<file path="src/verilog/special_exec_map.vh">
// constants for the special instruction execution block
`ifndef SPECIAL_EXEC_MAP_VH
`define SPECIAL_EXEC_MAP_VH

// register offsets (byte addresses)
`define OFS_CTRL     8'h00
`define OFS_INSTR    8'h04
`define OFS_ACCUM    8'h08
`define OFS_STATUS   8'h0C
`define OFS_PC       8'h10
`define OFS_LOOKUP   8'h14
`define OFS_SERIAL   8'h18
`define OFS_ROMADDR  8'h1C
`define OFS_ROMDATA  8'h20
`define OFS_STACK    8'h24
`define OFS_PORT     8'h28

// control fields
`define CTRL_COUNT_BIT  0
`define CTRL_CARRY_BIT  1
`define CTRL_PORTEN_BIT 2
`define CTRL_SKIP_BIT   3

// instruction codes written to the instruction register
`define OP_NONE        4'h0
`define OP_SERIAL_XCH  4'h1
`define OP_LOOKUP      4'h2
`define OP_IND_JUMP    4'h3
`define OP_TIMER_SKIP  4'h4
`define OP_TIMER_LOAD  4'h5
`define OP_IDLE        4'h6
`define OP_LATCH_READ  4'h7
`define OP_PLAIN       4'h8
`define OP_PAGE_JUMP   4'h9
`define OP_PAGE2_CALL  4'hA

// reset values, timing and bus response codes
`define PC_RESET      11'h000
`define LOW_CYCLES    2
`define BUS_OKAY      2'b00
`define BUS_SLVERR    2'b10

`endif

</file>
<file path="src/verilog/special_instruction_execution.v">
// special instruction execution logic of a 4-bit core, registers over AXI4-Lite
//
// Our own choices: the AXI4-Lite slave port and the register offsets.
`timescale 1ns/1ps
`include "special_exec_map.vh"

module special_instruction_execution #(
  parameter TB_WIDTH = 10
) (
  input  wire        clk,
  input  wire        rst,
  input  wire [7:0]  s_axi_awaddr,
  input  wire        s_axi_awvalid,
  output wire        s_axi_awready,
  input  wire [31:0] s_axi_wdata,
  input  wire [3:0]  s_axi_wstrb,
  input  wire        s_axi_wvalid,
  output wire        s_axi_wready,
  output reg  [1:0]  s_axi_bresp,
  output reg         s_axi_bvalid,
  input  wire        s_axi_bready,
  input  wire [7:0]  s_axi_araddr,
  input  wire        s_axi_arvalid,
  output wire        s_axi_arready,
  output reg  [31:0] s_axi_rdata,
  output reg  [1:0]  s_axi_rresp,
  output reg         s_axi_rvalid,
  input  wire        s_axi_rready,
  output reg  [10:0] romAddr,
  input  wire [7:0]  romData,
  input  wire        pulseInputHi,
  input  wire        pulseInputLo,
  input  wire        clockPinInput,
  input  wire        serialIn,
  output wire        serialOut,
  output wire        serialClockLatch,
  output wire [7:0]  portOut,
  output wire [7:0]  portOe,
  output wire        idle,
  output wire        busy
);

  // ***************************************
  // state
  // ***************************************
  localparam ST_READY = 2'd0;
  localparam ST_FETCH = 2'd1;
  localparam ST_IDLE  = 2'd2;

  reg [1:0]  state_reg;
  reg [3:0]  op_reg;
  reg [10:0] pc_reg;
  reg [10:0] stackOne_reg;
  reg [10:0] stackTwo_reg;
  reg [10:0] stackThree_reg;
  reg [3:0]  accum_reg;
  reg [3:0]  ramDigit_reg;
  reg [3:0]  serial_reg;
  reg        clkLatch_reg;
  reg [7:0]  lookup_reg;
  reg [7:0]  timer_reg;
  reg        overflow_reg;
  reg [TB_WIDTH-1:0] timeBase_reg;
  reg        latchHi_reg;
  reg        latchLo_reg;
  reg [1:0]  lowHi_reg;
  reg [1:0]  lowLo_reg;
  reg        prevHi_reg;
  reg        prevLo_reg;
  reg [3:0]  ctrl_reg;
  reg [7:0]  portData_reg;
  reg        skip_reg;
  reg [2:0]  cycles_reg;

  reg        awTaken_reg;
  reg        wTaken_reg;
  reg [7:0]  awAddr_reg;
  reg [31:0] wData_reg;

  // ***************************************
  // bus slave: address and data in either order
  // ***************************************
  assign s_axi_awready = !awTaken_reg && !s_axi_bvalid;
  assign s_axi_wready  = !wTaken_reg && !s_axi_bvalid;
  assign s_axi_arready = !s_axi_rvalid;

  wire doWrite = awTaken_reg && wTaken_reg;
  wire opStart = doWrite && (awAddr_reg == `OFS_INSTR) && (state_reg == ST_READY);
  wire [3:0] newOp = wData_reg[3:0];

  assign busy = (state_reg != ST_READY);
  assign idle = (state_reg == ST_IDLE);
  assign serialOut = serial_reg[3];
  assign serialClockLatch = clkLatch_reg;
  assign portOut = portData_reg;
  // pins released when the program drops the enable
  assign portOe = {8{ctrl_reg[`CTRL_PORTEN_BIT]}};

  // pc+1 wraps through page boundaries, so last-word page jumps land in next page; the page-2 call goes to page 2
  wire [10:0] pcNext = pc_reg + 11'h001;
  wire timeBaseCarry = &timeBase_reg;

  // qualified falls: high two samples back, then low for two samples in a row
  // a single low sample is a glitch and must not set the latch
  wire fallHi = (lowHi_reg == 2'b10) && !pulseInputHi;
  wire fallLo = (lowLo_reg == 2'b10) && !pulseInputLo;

  // ***************************************
  // write channel and response
  // ***************************************
  always @(posedge clk) begin
    if (rst) begin
      awTaken_reg  <= 1'b0;
      wTaken_reg   <= 1'b0;
      awAddr_reg   <= 8'h00;
      wData_reg    <= 32'h00000000;
      s_axi_bvalid <= 1'b0;
      s_axi_bresp  <= `BUS_OKAY;
    end else begin
      if (s_axi_awvalid && s_axi_awready) begin
        awTaken_reg <= 1'b1;
        awAddr_reg  <= s_axi_awaddr;
      end
      if (s_axi_wvalid && s_axi_wready) begin
        wTaken_reg <= 1'b1;
        wData_reg  <= s_axi_wdata;
      end
      if (doWrite) begin
        awTaken_reg  <= 1'b0;
        wTaken_reg   <= 1'b0;
        s_axi_bvalid <= 1'b1;
        // a new instruction while one is running is refused
        if ((awAddr_reg == `OFS_INSTR && state_reg != ST_READY) ||
            (awAddr_reg > `OFS_PORT))
          s_axi_bresp <= `BUS_SLVERR;
        else
          s_axi_bresp <= `BUS_OKAY;
      end else if (s_axi_bready) begin
        s_axi_bvalid <= 1'b0;
      end
    end
  end

  // ***************************************
  // read channel
  // ***************************************
  always @(posedge clk) begin
    if (rst) begin
      s_axi_rvalid <= 1'b0;
      s_axi_rdata  <= 32'h00000000;
      s_axi_rresp  <= `BUS_OKAY;
    end else if (s_axi_arvalid && s_axi_arready) begin
      s_axi_rvalid <= 1'b1;
      s_axi_rresp  <= `BUS_OKAY;
      case (s_axi_araddr)
        `OFS_CTRL:    s_axi_rdata <= {28'h0000000, ctrl_reg};
        `OFS_INSTR:   s_axi_rdata <= {28'h0000000, op_reg};
        `OFS_ACCUM:   s_axi_rdata <= {24'h000000, ramDigit_reg, accum_reg};
        `OFS_STATUS:  s_axi_rdata <= {21'h000000, cycles_reg, skip_reg, clkLatch_reg, latchHi_reg,
                                      latchLo_reg, overflow_reg, state_reg, busy};
        `OFS_PC:      s_axi_rdata <= {21'h000000, pc_reg};
        `OFS_LOOKUP:  s_axi_rdata <= {24'h000000, lookup_reg};
        `OFS_SERIAL:  s_axi_rdata <= {20'h00000, timer_reg, serial_reg};
        `OFS_ROMADDR: s_axi_rdata <= {21'h000000, romAddr};
        `OFS_ROMDATA: s_axi_rdata <= {24'h000000, romData};
        `OFS_STACK:   s_axi_rdata <= {10'h000, stackTwo_reg, stackOne_reg};
        `OFS_PORT:    s_axi_rdata <= {24'h000000, portData_reg};
        default: begin
          s_axi_rdata <= 32'h00000000;
          s_axi_rresp <= `BUS_SLVERR;
        end
      endcase
    end else if (s_axi_rready) begin
      s_axi_rvalid <= 1'b0;
    end
  end

  // ***************************************
  // pulse latches; set wins over read clear
  // ***************************************
  always @(posedge clk) begin
    if (rst) begin
      latchHi_reg <= 1'b0;
      latchLo_reg <= 1'b0;
      lowHi_reg   <= 2'b11;
      lowLo_reg   <= 2'b11;
      prevHi_reg  <= 1'b1;
      prevLo_reg  <= 1'b1;
    end else begin
      prevHi_reg <= pulseInputHi;
      prevLo_reg <= pulseInputLo;
      lowHi_reg  <= {prevHi_reg, pulseInputHi};
      lowLo_reg  <= {prevLo_reg, pulseInputLo};
      if (opStart && newOp == `OP_LATCH_READ && !ctrl_reg[`CTRL_SKIP_BIT]) begin
        latchHi_reg <= 1'b0;
        latchLo_reg <= 1'b0;
      end
      if (fallHi)
        latchHi_reg <= 1'b1;
      if (fallLo)
        latchLo_reg <= 1'b1;
    end
  end

  // ***************************************
  // timer and time base, run even while idle
  // ***************************************
  always @(posedge clk) begin
    if (rst) begin
      timeBase_reg <= {TB_WIDTH{1'b0}};
      timer_reg    <= 8'h00;
      overflow_reg <= 1'b0;
    end else begin
      timeBase_reg <= timeBase_reg + 1'b1;
      timer_reg    <= timer_reg + 8'h01;
      if (opStart && !ctrl_reg[`CTRL_SKIP_BIT] && newOp == `OP_TIMER_SKIP && overflow_reg)
        overflow_reg <= 1'b0;
      if (opStart && !ctrl_reg[`CTRL_SKIP_BIT] && newOp == `OP_TIMER_LOAD) begin
        timer_reg <= {accum_reg, ramDigit_reg};
        if (accum_reg[3])
          overflow_reg <= 1'b1;
      end
      if (timeBaseCarry)
        overflow_reg <= 1'b1;
    end
  end

  // ***************************************
  // instruction sequencer
  // ***************************************
  always @(posedge clk) begin
    if (rst) begin
      state_reg      <= ST_READY;
      op_reg         <= `OP_NONE;
      pc_reg         <= `PC_RESET;
      stackOne_reg   <= `PC_RESET;
      stackTwo_reg   <= `PC_RESET;
      stackThree_reg <= `PC_RESET;
      accum_reg      <= 4'h0;
      ramDigit_reg   <= 4'h0;
      serial_reg     <= 4'h0;
      clkLatch_reg   <= 1'b0;
      lookup_reg     <= 8'h00;
      romAddr        <= `PC_RESET;
      ctrl_reg       <= 4'h0;
      portData_reg   <= 8'h00;
      skip_reg       <= 1'b0;
      cycles_reg     <= 3'd0;
    end else begin
      // serial register steps each cycle unless idle halts it
      if (state_reg != ST_IDLE) begin
        if (ctrl_reg[`CTRL_COUNT_BIT])
          serial_reg <= serial_reg + 4'h1;
        else
          serial_reg <= {serial_reg[2:0], serialIn};
      end
      if (doWrite && state_reg == ST_READY) begin
        case (awAddr_reg)
          `OFS_CTRL:   ctrl_reg <= wData_reg[3:0];
          `OFS_ACCUM: begin
            accum_reg    <= wData_reg[3:0];
            ramDigit_reg <= wData_reg[7:4];
          end
          `OFS_PC:     pc_reg <= wData_reg[10:0];
          `OFS_PORT:   portData_reg <= wData_reg[7:0];
          default:     ;
        endcase
      end
      case (state_reg)
        ST_READY: begin
          if (opStart) begin
            op_reg     <= newOp;
            cycles_reg <= 3'd1;
            skip_reg   <= 1'b0;
            // skipped ops are fetched but take one cycle
            if (ctrl_reg[`CTRL_SKIP_BIT]) begin
              pc_reg  <= pcNext;
              romAddr <= pcNext;
              ctrl_reg[`CTRL_SKIP_BIT] <= 1'b0;
            end else begin
              case (newOp)
                `OP_SERIAL_XCH: begin
                  clkLatch_reg <= ctrl_reg[`CTRL_CARRY_BIT];
                  accum_reg    <= serial_reg;
                  serial_reg   <= accum_reg;
                  pc_reg       <= pcNext;
                end
                `OP_LOOKUP: begin
                  stackOne_reg   <= pcNext;
                  stackTwo_reg   <= stackOne_reg;
                  stackThree_reg <= stackTwo_reg;
                  // page bits taken from pc+1 so last-word lookup uses next group
                  romAddr   <= {pcNext[10:8], accum_reg, ramDigit_reg};
                  state_reg <= ST_FETCH;
                end
                `OP_IND_JUMP: begin
                  romAddr   <= {pcNext[10:8], accum_reg, ramDigit_reg};
                  state_reg <= ST_FETCH;
                end
                `OP_TIMER_SKIP: begin
                  // status mirror of the pending skip, dropped when the skip is used
                  if (overflow_reg) begin
                    ctrl_reg[`CTRL_SKIP_BIT] <= 1'b1;
                    skip_reg                 <= 1'b1;
                  end
                  pc_reg <= pcNext;
                end
                `OP_IDLE: begin
                  pc_reg    <= pcNext;
                  state_reg <= ST_IDLE;
                end
                `OP_LATCH_READ: begin
                  accum_reg <= {latchHi_reg, clockPinInput, 1'b0, latchLo_reg};
                  pc_reg    <= pcNext;
                end
                `OP_PAGE_JUMP: pc_reg <= {pcNext[10:6], accum_reg[1:0], ramDigit_reg};
                `OP_PAGE2_CALL: begin
                  stackOne_reg   <= pcNext;
                  stackTwo_reg   <= stackOne_reg;
                  stackThree_reg <= stackTwo_reg;
                  pc_reg <= {5'b00010, accum_reg[1:0], ramDigit_reg};
                end
                default: pc_reg <= pcNext;
              endcase
            end
          end
        end
        ST_FETCH: begin
          cycles_reg <= 3'd2;
          state_reg  <= ST_READY;
          if (op_reg == `OP_LOOKUP) begin
            lookup_reg     <= romData;
            pc_reg         <= stackOne_reg;
            stackOne_reg   <= stackTwo_reg;
            stackTwo_reg   <= stackThree_reg;
            romAddr        <= stackOne_reg;
          end else begin
            pc_reg  <= {pcNext[10:8], romData};
            romAddr <= {pcNext[10:8], romData};
          end
        end
        ST_IDLE: begin
          // only the time-base carry wakes the core
          if (timeBaseCarry) begin
            state_reg <= ST_READY;
            romAddr   <= pc_reg;
          end
        end
        default: state_reg <= ST_READY;
      endcase
    end
  end

endmodule

</file>
<file path="config.mk">
export PLATFORM = sky130hd
export DESIGN_NAME = special_instruction_execution
export DESIGN_NICKNAME = d
export VERILOG_FILES = /design/src/verilog/special_instruction_execution.v
export VERILOG_INCLUDE_DIRS = /design/src /design/src/verilog
export SDC_FILE = /design/constraint.sdc
export NUM_CORES = 1
export LEC_CHECK = 0
export BUFFER_PORTS_ARGS = -buffer_cell sky130_fd_sc_hd__clkbuf_2
export CAP_MARGIN = 20
export CORE_ASPECT_RATIO = 2
export CORE_MARGIN = 3
export CORE_UTILIZATION = 30
export CTS_CLUSTER_SIZE = 16
export DETAILED_ROUTE_END_ITERATION = 16
export SYNTH_ARGS = -nofsm -noshare
export SYNTH_HDL_FRONTEND = slang
export SYNTH_SLANG_ARGS = --single-unit
</file>
<file path="constraint.sdc">
create_clock -name clk -period 3.05 [get_ports clk]
set_input_delay 0.61 -clock clk [delete_from_list [all_inputs] [get_ports clk]]
set_output_delay 0.61 -clock clk [all_outputs]
set_load 0.005 [all_outputs]
</file>
==> results.md <==
- Share of cells above drive strength 1: 18.5%
- Setup Fix Bufs, Post-CTS: 0
- Setup Crit Path Kind: reg2reg
- Site row count: 87
- Filler instances: roughly 2900
- FF+latch count, synth: 169
- Htree depth: 4
- IO Port Bufs: 105
- Initial Util: 30.7%
- Worst Skew: 0.0116 ns
- RR Endpoint: serial_reg[3]
- Vias in the first global route: roughly 8300
- Avg Synthesized Cell Area: between 8 and 9 µm²
- Final ANT Viol Nets: 0
- RSZ-0062 raised after global routing: false
- Vias per inst: about 5.6
- Max Clk Rate: between 300 and 400 MHz
- Post_cts resized: 0
- Arrival time at the worst endpoint: 2.97 ns
- R2R Setup Slk: 0.44 ns
- Yosys Warn Count: 0
- 1st-iter DRT viols: 734
- Grt total ovfl: 0
- Critical path data required time: between 3 and 4 ns
- Tmin final: 2.61 ns
- Initial antenna violation count: 0
- Final period util: between 80% and 90%
- Synth Flop Type: dfxtp_1
- Worst-path fanout max: 15
- Final-report hold violation count: 0
- Final TNS setup: 0 ns
- Setup ws final: 0.437 ns
- Worst min path class: in2reg
- Slew margin rel.: 47.0%
- Clk slew on worst S/H paths: 0.07 ns
- Clk buf depth: 2
- Hold buffer count at CTS: 0
- Util after Layout: 36.1%
- Core Box Area: 0.0284 mm²
- I/O pin total: 143
- Most flops, register: s_axi_rdata
- Yosys top cell by area: dfxtp_1
- Hold Path Stages: 2
- Max-slew violations: 0
- Routability cong.: 0.952
- Largest net degree at the start of global routing: 65
- Dpl hpwl: 25.7 mm
- Synth unique cells: ~70
- Reg-to-reg startpoint: state_reg[1]
- CP endpoint kind: flip-flop
- Total vias in the final route: between 8000 and 9000
- PwrDens: 501 mW/mm²
- Detailed Route WL: 33.4 mm
- Mapped Cells: 1071
- TritonCTS clock tree: yes
- Place WS: around 0.50 ns
- FF-to-FF path depth: 7
- Synth async-reset ratio: 0%
- Max FFs per register: 22
- Die footprint: 0.0313 mm²
- Clock Latency Late Sink: 0.46 ns
- Diode count: 0
- Final setup fails: 0
- Maximum vdd drop: 374 µV
- Total CTS buffers: 17
- Least-Margin Pin Slew: roughly 0.80 ns
- Global Route Usage Sum: 21.2%
- Startpoint Class: flip-flop
- Root Buffer: clkbuf_16
- Number of enable flip-flop cells after synthesis: 0
- Die width: roughly 130 µm
- Global-route wire length before repair: 50.2 mm
- Sequential area share after synthesis: 38.8%
- DRC violations left: 0
- Leakage: 3.76 nW
- Worst setup endpoint: serial_reg[3]
- Initial DRT Pass Iterations: 5
- Largest cells by area after synthesis: dfxtp_1 39%, nand2_1 7.1%, mux2i_1 6.7%, a21oi_1 5.6%, nor2_1 4.6%
- Die Span Y: approximately 250 µm
- Clock sink count: around 170
- DR WL/cell: 22.0 µm
- Fin nets: 1232
- Max Cap Viol: 0
- Top-area cell type share of the netlist area: roughly 39%
- Worst setup path startpoint: state_reg[1]
- Status: finished, final reports clean
- Area Overhead vs Synth: 17.5%
- Synth Cell Area: 0.00872 mm²
layout by cell type (no fill, tap or decap), types with 4 or more instances in the layout:
cell type,netlist,final
or3_1,5,5
or2_2,5,5
a22o_1,7,7
and3_1,6,6
a32oi_1,6,6
nor4b_2,2,4
and4_1,5,5
dfxtp_1,169,169
o21ai_0,29,29
xor2_1,10,10
mux2i_1,58,58
a211oi_1,28,28
nor2_1,106,106
o211ai_1,12,12
mux2_2,10,10
inv_6,0,4
a22oi_1,23,23
a21oi_1,97,97
nor3_1,16,16
nand4_1,5,5
clkbuf_2,0,104
buf_4,22,45
inv_1,11,11
a2bb2oi_1,5,5
nand3_1,41,41
o22ai_1,9,9
ha_1,8,7
clkbuf_16,0,17
o31ai_1,4,4
nand2b_1,11,11
xnor2_1,11,11
conb_1,1,12
and2_1,7,7
nor4_1,5,4
a31oi_1,5,5
o2bb2ai_1,6,6
nor2b_1,6,6
a221oi_1,16,16
nand2_1,166,166
o221ai_1,5,5
worst min path at each step:
| stage | from | to | slack, ns |
|---|---|---|---|
| after floorplan | timeBase_reg[0] | timeBase_reg[0] | 0.42 |
| after global placement | lowHi_reg[0] | lowHi_reg[1] | 0.42 |
| after detailed placement | lowHi_reg[0] | lowHi_reg[1] | 0.43 |
| after CTS | s_axi_rready | s_axi_rvalid | 0.32 |
| after global routing | s_axi_rready | s_axi_rvalid | 0.33 |
| final | s_axi_rready | s_axi_rvalid | 0.33 |
worst max-delay path: stages (launching register included):
cell	delay [ns]
dfxtp_1	0.38
inv_1	0.13
ha_1	0.28
and4bb_2	0.29
and3_1	0.63
and2_1	0.44
a21oi_1	0.07
a221oi_1	0.27
cell type report:
type	instances	area [µm²]	share of cell area, %
Sequential cell	169	3380	33.0
Tap cell	356	445	4.35
Multi-Input combinational cell	803	4900	47.8
Inverter	12	45.0	0.440
Timing Repair Buffer	150	878	8.57
Clock buffer	18	439	4.29
Clock inverter	14	160	1.56
where the power goes:
group	switching [mW]	leakage (nW)	internal [mW]
sequential	0.0658	1.37	2.25
combinational	0.372	2.11	0.201
clock	1.05	0.289	1.18
metal layers:
layer | GRT usage, % | wire (µm)
met1 | 20.4 | 11300
met2 | 38.5 | 17500
met3 | 3.91 | 1620
met4 | 17.6 | 3050
met5 | 0 | 0
cells in the mapped netlist, types with 9 or more instances:
cell and count:
clkbuf_1 56, o21ai_0 29, o22ai_1 9, o211ai_1 12, a22oi_1 23, buf_4 22, mux2_2 10, nor2_1 106
nor3_1 16, nand2b_1 11, mux2i_1 58, buf_2 13, dfxtp_1 169, a221oi_1 16, xnor2_1 11, nand3_1 41
xor2_1 10, a21oi_1 97, nand2_1 166, inv_1 11, a211oi_1 28
through the flow:
step	instance area (µm²)	instances	hold WS, ns	total power, mW
floorplan	8760	1082	0.418	2.71
global placement	9650	1490	0.424	2.92
detailed placement	9650	1490	0.429	2.93
CTS	10200	1522	0.318	5.15
global route	10200	1522	0.327	5.29
finish	10200	1522	0.332	5.13
kinds of logic after synthesis:
kind of cell / count (synthesis) / share of synthesized area (%)
compound gates: 279 / 21.3
other cells: 1 / 0.0430
simple gates: 411 / 22.2
buf+inv: 110 / 5.87
fa+ha+maj: 8 / 1.15
xor+xnor: 21 / 2.11
mux: 72 / 8.51
flops: 169 / 38.8
Note: power is estimated with default switching activity, not from simulation.
